`src/rtl/nsc_defines.svh`:
```
`ifndef NSC_DEFINES_SVH
`define NSC_DEFINES_SVH
`define NSC_OFS_CTRL 8'h84
`define NSC_OFS_DATA 8'h88
`define NSC_CTRL_RESET 8'h00
`define NSC_BIT_CLEAR 0
`define NSC_BIT_REWIND 1
`define NSC_BIT_FLUSH 2
`define NSC_BIT_FREEZE 3
`define NSC_BIT_HISEL 4
`define NSC_BIT_STGO 6
`define NSC_BIT_STRES 7
`define NSC_MARK_LO 24'h80_0000
`define NSC_MARK_HI 24'hC0_0000
`define NSC_FLUSH_THRESH 8'h80
`endif

```
`src/rtl/nsc_pkg.sv`:
```
package nsc_pkg;
    typedef enum logic [1:0] {
        NSC_IDLE,
        NSC_FLUSH,
        NSC_CLEAR,
        NSC_TEST
    } nsc_mode_t;

    typedef struct packed {
        logic rd;
        logic wr;
        logic [7:0] addr;
        logic [31:0] wdata;
    } nsc_bus_t;

    typedef struct packed {
        nsc_mode_t mode;
        logic [4:0] idx;
        logic [255:0] rt;
        logic [31:0] data;
        logic [4:0] rptr;
        logic clr_pend;
        logic freeze;
        logic hisel;
        logic stgo;
        logic stres;
        logic nearfull;
        logic st_fail;
    } nsc_state_t;
endpackage

```
`src/rtl/nsc_entry_ram.sv`:
```
`timescale 1ns/10ps
`default_nettype none
// 32 x 24 entry store, one write port and two asynchronous read ports
module nsc_entry_ram #(
    parameter int WIDTH = 24,
    parameter int DEPTH = 32
) (
    input wire logic i_core_clk,
    input wire logic i_we,
    input wire logic [$clog2(DEPTH)-1:0] i_waddr,
    input wire logic [WIDTH-1:0] i_wdata,
    input wire logic [$clog2(DEPTH)-1:0] i_raddr_a,
    output logic [WIDTH-1:0] o_rdata_a,
    input wire logic [$clog2(DEPTH)-1:0] i_raddr_b,
    output logic [WIDTH-1:0] o_rdata_b
);
    logic [WIDTH-1:0] mem [DEPTH];

    always_ff @(posedge i_core_clk) begin
        if (i_we) begin
            mem[i_waddr] <= i_wdata;
        end
    end

    assign o_rdata_a = mem[i_raddr_a];
    assign o_rdata_b = mem[i_raddr_b];
endmodule
`default_nettype wire

```
`src/rtl/nsc_stats.sv`:
```
// How it works
// software pulses clear during init so all counters start at zero
// thirty-two 8-bit live counters, each counting its own event
// any live counter at threshold flushes all 32 into store entries
// store entry reaching watermark raises the near-full flag
// control bit 4 picks watermark 24'h800000 or 24'hC00000
// rewind bit resets pointer, presents entry 0, clears it, reads 0
// each data port read while idle with no clear pending advances pointer, loads and clears next entry
// software rewinds then reads the data port 32 times in order
// counting continues during readout so no event is lost
// clear bit wipes the store; live counters keep counting during clear, so no event is lost
// freeze bit stops all counting
// forced flush bit moves live counts into the store at once
// self-test go starts store test only in diagnostic mode
// self-test result reads 0 pass, 1 fail; a control write clears it unless a result lands that cycle
// data port returns index in 31:24 and value in 23:0
// the store holds 32 counters of 24 bits
// software must read counters out before any overflows after warning
// flush threshold leaves room so live counters never wrap
// near-full stays until cleared, re-raised by later flushes
`timescale 1ns/10ps
`default_nettype none
`include "nsc_defines.svh"
module nsc_stats
    import nsc_pkg::*;
#(
    parameter int NUM_EVT = 32,
    parameter int RT_W = 8,
    parameter int ENT_W = 24
) (
    input wire logic i_core_clk,
    input wire logic i_rst_n,
    input wire logic [NUM_EVT-1:0] i_event,
    input wire logic i_diagnostic_mode_mode,
    input wire logic i_reg_rd,
    input wire logic i_reg_wr,
    input wire logic [7:0] i_reg_addr,
    input wire logic [31:0] i_reg_wdata,
    output logic [31:0] o_reg_rdata,
    output logic o_nearfull_flag,
    input wire logic i_nearfull_clr
);
    nsc_state_t s_q, s_d;
    nsc_bus_t bus;
    logic we;
    logic [4:0] waddr;
    logic [ENT_W-1:0] wdata, ram_flush, ram_read;
    logic ctrl_wr, data_rd;
    logic [4:0] rd_addr;
    logic [23:0] mark;

    assign bus = '{rd: i_reg_rd, wr: i_reg_wr, addr: i_reg_addr,
                   wdata: i_reg_wdata};

    function automatic logic [7:0] rt_get(input logic [255:0] v,
                                          input logic [4:0] i);
        rt_get = v[i*8 +: 8];
    endfunction

    nsc_entry_ram #(.WIDTH(ENT_W), .DEPTH(NUM_EVT)) u_ram (
        .i_core_clk(i_core_clk),
        .i_we(we),
        .i_waddr(waddr),
        .i_wdata(wdata),
        .i_raddr_a(s_q.idx),
        .o_rdata_a(ram_flush),
        .i_raddr_b(rd_addr),
        .o_rdata_b(ram_read)
    );

    assign ctrl_wr = bus.wr && bus.addr == `NSC_OFS_CTRL;
    assign data_rd = bus.rd && bus.addr == `NSC_OFS_DATA;
    // entry to show next: 0 on rewind, else the one after the pointer
    assign rd_addr = (ctrl_wr && bus.wdata[`NSC_BIT_REWIND]) ? 5'd0
        : s_q.rptr + 5'd1;
    assign mark = s_q.hisel ? `NSC_MARK_HI : `NSC_MARK_LO;

    always_comb begin
        logic [4:0] k;
        logic [7:0] cnt;
        logic [ENT_W-1:0] sum;
        logic fl_hit;
        logic st_done;
        k = '0;
        st_done = 1'b0;
        cnt = '0;
        sum = '0;
        fl_hit = 1'b0;
        s_d = s_q;
        we = 1'b0;
        waddr = s_q.idx;
        wdata = '0;
        for (int i = 0; i < NUM_EVT; i++) begin
            if (rt_get(s_q.rt, 5'(i)) >= `NSC_FLUSH_THRESH) begin
                fl_hit = 1'b1;
            end
        end
        case (s_q.mode)
            NSC_FLUSH: begin
                cnt = rt_get(s_q.rt, s_q.idx);
                sum = ram_flush + {16'h0000, cnt};
                we = 1'b1;
                wdata = sum;
                s_d.rt[s_q.idx*8 +: 8] = 8'h00;
                if (sum >= mark) begin
                    s_d.nearfull = 1'b1;
                end
                s_d.idx = s_q.idx + 5'd1;
                if (s_q.idx == 5'(NUM_EVT-1)) begin
                    s_d.mode = NSC_IDLE;
                end
            end
            NSC_CLEAR: begin
                we = 1'b1;
                wdata = '0;
                s_d.idx = s_q.idx + 5'd1;
                if (s_q.idx == 5'(NUM_EVT-1)) begin
                    s_d.mode = NSC_IDLE;
                    s_d.clr_pend = 1'b0;
                end
            end
            NSC_TEST: begin
                // write-then-read pattern check of every entry, leaves zero
                if (!s_q.stgo) begin
                    we = 1'b1;
                    wdata = {19'h0, s_q.idx} ^ 24'hA5A5A5;
                    s_d.stgo = 1'b1;
                end else begin
                    if (ram_flush != ({19'h0, s_q.idx} ^ 24'hA5A5A5)) begin
                        s_d.st_fail = 1'b1;
                    end
                    we = 1'b1;
                    wdata = '0;
                    s_d.stgo = 1'b0;
                    s_d.idx = s_q.idx + 5'd1;
                    if (s_q.idx == 5'(NUM_EVT-1)) begin
                        s_d.mode = NSC_IDLE;
                        s_d.stres = s_d.st_fail;
                        st_done = 1'b1;
                    end
                end
            end
            default: begin
                s_d.idx = '0;
                if (s_q.clr_pend) begin
                    s_d.mode = NSC_CLEAR;
                end else if (fl_hit) begin
                    s_d.mode = NSC_FLUSH;
                end
            end
        endcase
        // live counters keep counting during readout and flush
        for (int i = 0; i < NUM_EVT; i++) begin
            if (i_event[i] && !s_q.freeze) begin
                s_d.rt[i*8 +: 8] = s_d.rt[i*8 +: 8] + 8'h01;
            end
        end
        if (s_q.mode == NSC_IDLE && !s_q.clr_pend && !we) begin
            if (data_rd) begin
                k = s_q.rptr + 5'd1;
                s_d.rptr = k;
                s_d.data = {3'h0, k, ram_read};
                we = 1'b1;
                waddr = k;
                wdata = '0;
            end
        end
        if (ctrl_wr) begin
            s_d.freeze = bus.wdata[`NSC_BIT_FREEZE];
            s_d.hisel = bus.wdata[`NSC_BIT_HISEL];
            // a result landing in this cycle wins over the write clear
            if (!st_done) begin
                s_d.stres = 1'b0;
            end
            if (bus.wdata[`NSC_BIT_CLEAR]) begin
                s_d.clr_pend = 1'b1;
            end
            if (bus.wdata[`NSC_BIT_FLUSH] && s_q.mode == NSC_IDLE
                && !s_q.clr_pend) begin
                s_d.mode = NSC_FLUSH;
                s_d.idx = '0;
            end
            if (bus.wdata[`NSC_BIT_STGO] && i_diagnostic_mode_mode
                && s_q.mode == NSC_IDLE && !s_q.clr_pend) begin
                s_d.mode = NSC_TEST;
                s_d.idx = '0;
                s_d.stgo = 1'b0;
                s_d.st_fail = 1'b0;
            end
            if (bus.wdata[`NSC_BIT_REWIND]) begin
                s_d.rptr = '0;
                s_d.data = '0;
            end
        end
        if (ctrl_wr && bus.wdata[`NSC_BIT_REWIND] && s_q.mode == NSC_IDLE
            && !we) begin
            // present entry 0 and empty it
            s_d.data = {8'h00, ram_read};
            we = 1'b1;
            waddr = '0;
            wdata = '0;
        end
        if (i_nearfull_clr && !(s_q.mode == NSC_FLUSH && sum >= mark)) begin
            s_d.nearfull = 1'b0;
        end
    end

    always_ff @(posedge i_core_clk) begin
        if (!i_rst_n) begin
            s_q <= '0;
        end else begin
            s_q <= s_d;
        end
    end

    always_comb begin
        o_reg_rdata = '0;
        if (bus.addr == `NSC_OFS_CTRL) begin
            o_reg_rdata[`NSC_BIT_STRES] = s_q.stres;
            o_reg_rdata[`NSC_BIT_STGO] = s_q.mode == NSC_TEST;
            o_reg_rdata[`NSC_BIT_HISEL] = s_q.hisel;
            o_reg_rdata[`NSC_BIT_FREEZE] = s_q.freeze;
            o_reg_rdata[`NSC_BIT_CLEAR] = s_q.clr_pend;
        end else if (bus.addr == `NSC_OFS_DATA) begin
            o_reg_rdata = s_q.data;
        end
    end
    assign o_nearfull_flag = s_q.nearfull;
endmodule
`default_nettype wire

```
`config.mk`:
```
export PLATFORM = sky130hd
export DESIGN_NAME = nsc_stats
export DESIGN_NICKNAME = d
export VERILOG_FILES = /design/src/rtl/nsc_pkg.sv /design/src/rtl/nsc_entry_ram.sv /design/src/rtl/nsc_stats.sv
export VERILOG_INCLUDE_DIRS = /design/src /design/src/rtl
export SDC_FILE = /design/constraint.sdc
export NUM_CORES = 2
export LEC_CHECK = 0
export ABC_AREA = 0
export BUFFER_PORTS_ARGS = -buffer_cell sky130_fd_sc_hd__buf_2
export CORE_MARGIN = 8
export CORE_UTILIZATION = 40
export DETAILED_ROUTE_END_ITERATION = 10
export PLACE_DENSITY = 0.67
export SYNTH_ARGS = -nofsm -noshare
export SYNTH_HDL_FRONTEND = slang
export SYNTH_SLANG_ARGS = --single-unit
```
`constraint.sdc`:
```
create_clock -name i_core_clk -period 10.2 [get_ports i_core_clk]
set_clock_uncertainty 0.15 [all_clocks]
set_input_delay 0.51 -clock i_core_clk [delete_from_list [all_inputs] [get_ports i_core_clk]]
set_output_delay 0.51 -clock i_core_clk [all_outputs]
set_load 0.05 [all_outputs]
```
==> flow_summary.toml <==
[outcome]
status = "finished, final reports clean"

[critical_path]
cp.required_ns = 10.40
reg2reg_slack_ns = 3.34
r2r-end = "u_ram.mem[15][15]"
r2r-start = "u_ram.i_raddr_a[1]"
endpoint_kind = "flip-flop"
critical_path_class = "reg -> reg"
cp_max_fo = 103
start_kind = "flip-flop"
arrival_ns = 7.06
ff2ff_path_depth = 15

[grt]
grt.overflow.total = 0
grt_pass1_vias = 38600
grt_pass1_wl_um = 253000
grt_max_degree = 115
antenna_found_initial = 1
track_usage = 0.227

[clocking]
cts_max_path_buffers = 3
clkLatencyLatePin_ns = 0.74
clockRootBuffer = "clkbuf_16"
tritoncts = "built"
clkTransAtPathRegs_ns = 0.06
numCtsBuffers = 106
cts_resized = 0
cts.sinks = 1075
htree_num_levels = 3

[power_and_ir_drop]
total_power_w = 0.00889
power_switching_w = 0.00190
peakVddDrop_mv = 0.142
comb_power_share = 0.022
p_per_area_mw_per_mm2 = 146
p_leak_nw = 21.4
pwr-share-seq = 0.525
clockPowerShare = 0.453
swShare = 0.214
cellInternalPower_w = 0.00698

[floorplanning]
die_width_um = 386
design.core.area_mm2 = 0.136
rows = 135
dieArea_mm2 = 0.149
pin_count = 111
die_h_um = 386
start_util = 0.404

[cells_and_area]
fillers = 12100
nets = 4803
seq_area_mm2 = 0.0292
syn_to_final_growth_pct = 11.2
drive_gt1_frac = 0.185
multiInputGateArea_mm2 = 0.0244
finalNonFillerCells = 6546
design_area_mm2 = 0.0609
utilization = 0.449

[sta]
worst_pin_slew_ns = 1.35
setup-tns-final_ns = 0
hold_viol_final = 0
maxSlewViolCount = 0
min_period_ns = 6.86
min_period_over_period = 0.672
setup_viol = 0
rsz0062_at_grt = "false"
relSlewSlack = 0.0979
fmax_ghz = 0.146

[flow_run]
max_cap_viol_count = 0

[drt]
avgRoutedWirePerCell_um = 26.6
drc = 0
ant_nets = 0
vias_per_cell = 6.16
drtIter0Drc = 5891
vias = 40300
drt_first_pass_iters = 8
drt_wl_total_um = 174000

[synth]
synth-edff-count = 768
synth_cells = 4646
synth.yosys.warnings = 0
syn_nets = 4778
syn_area_per_cell_um2 = 11.8
yosysSeqAreaShare = 0.533
ys_async_sr_fraction = 0
synth-seq-cells = 1075
syn_area_mm2 = 0.0548
synth_ff_type = "edfxtp_1"
ys_types = 76

[placement]
dp_cells = 6335
dpl_cell_area_mm2 = 0.0573
gp_congestion = 0.887
dp_hpwl_um = 105000
numPortBuffers = 84

[worst_hold_path]
hold_class = "in -> reg"
min_to = "s_q[305]"
hold_start = "i_diagnostic_mode_mode"
hold_depth = 3
==> flip-flops by register name (all words and copies together) (netlist names) <==
register / count
u_ram.mem: 768
s_q: 301
o_nearfull_flag: 1
u_ram.i_raddr_a: 5
==> worst max-delay path, stage by stage, from the launching register on <==
cell and delay (ns):
dfxtp_4 0.77, buf_12 0.56, buf_4 0.59, mux4_2 0.44
mux4_2 0.46, mux2_2 0.31, ha_1 0.36, a21o_1 0.20
nor3_1 0.13, o21ai_0 0.16, a21oi_1 0.71, nor4_1 0.19
nand2_1 0.14, xnor2_1 0.12, a21oi_1 0.09, nor2_2 0.95
==> synth_stat cells, drive strengths merged, types with 47 or more instances <==
cell      n  area (um^2)
nor2    413         1550
mux2     88          995
nand3   220         1100
xnor2    52          455
nand2   837         3140
nor3     56          290
and2    121          757
a22oi    47          353
and3    127          795
ha       53          663
inv      49          184
buf     120          769
clkbuf  159          608
o21ai    77          385
dfxtp   307         6150
nor2b    47          294
mux4    309         6990
mux2i   108         1080
edfxtp  768        23100
a211oi   59          443
a311oi   61          534
a21oi   118          591
xor2    158         1380
or2      62          388
==> kinds of logic (layout without fill, tap and decap cells) <==
family,Yosys count,count (layout),synth area share
buffers and inverters,328,445,0.0285
AO/OA/AOI/OAI,526,526,0.0661
other,0,2,0
multiplexers,505,505,0.165
adder cells (fa/ha/maj),54,54,0.0125
flip-flops,1075,1075,0.533
XOR/XNOR,210,210,0.0336
AND/OR/NAND/NOR,1948,1948,0.161
==> metal layers <==
metal / wire [um] / up-vias / track usage
li1: - / 17300 / -
met1: 65300 / 19900 / 0.301
met2: 79000 / 2582 / 0.354
met3: 20900 / 510 / 0.0530
met4: 9100 / 0 / 0.104
met5: 0 / - / 0
==> per-stage QoR <==
step           setup slack [ns]  hold slack (ns)
2_1_floorplan              3.10            0.271
3_3_place_gp               3.54            0.285
3_5_place_dp               3.44            0.286
4_1_cts                    3.46           0.0312
5_1_grt                    2.94           0.0547
6_report                   3.34           0.0513
==> layout make-up <==
type | instances | area share
antenna | 2 | 0.0000821
clock buffer | 154 | 0.0505
clock inverter | 46 | 0.00789
inverter | 49 | 0.00308
multi-input combinational | 3243 | 0.400
sequential | 1075 | 0.480
tap | 1781 | 0.0366
timing repair buffer | 196 | 0.0223
==> repair_timing <==
item                                   4_1_cts  5_1_grt
endpoints found under the hold margin        6        0
hold buffers                                 9        0
buffers inserted                             0        0
==> power by group through the flow <==
| stage | Clock [W] | Sequential [W] | Combinational (W) |
|---|---|---|---|
| detailed placement | 0 | 0.00476 | 0.000193 |
| global placement | 0 | 0.00476 | 0.000186 |
| finish | 0.00403 | 0.00466 | 0.000195 |
| global route | 0.00422 | 0.00466 | 0.000218 |
| floorplan | 0 | 0.00475 | 0.000139 |
| CTS | 0.00406 | 0.00466 | 0.000196 |
==> how the worst max path moves through the flow <==
stage	depth (start not counted)	slack, ns	end	from
after floorplan	27	3.10	u_ram.mem[0][18]	u_ram.i_raddr_a[1]
after CTS	18	3.46	u_ram.mem[11][18]	u_ram.i_raddr_a[0]
after detailed placement	14	3.44	u_ram.mem[6][15]	u_ram.i_raddr_a[1]
final	15	3.34	u_ram.mem[15][15]	u_ram.i_raddr_a[1]
after global routing	17	2.94	u_ram.mem[11][18]	u_ram.i_raddr_a[0]
after global placement	18	3.54	u_ram.mem[10][18]	u_ram.i_raddr_a[0]
==> cells in the final DEF (no fill, tap or decap), types with 107 or more instances in the layout <==
cell type and count:
xor2_1 158, clkbuf_16 107, dfxtp_1 300, and3_1 127, mux4_2 301, and2_1 119, mux2i_1 108, nand2_1 836
nand3_1 220, nor2_1 373, edfxtp_1 768, a21oi_1 113
(Power assumes the default switching activity.)
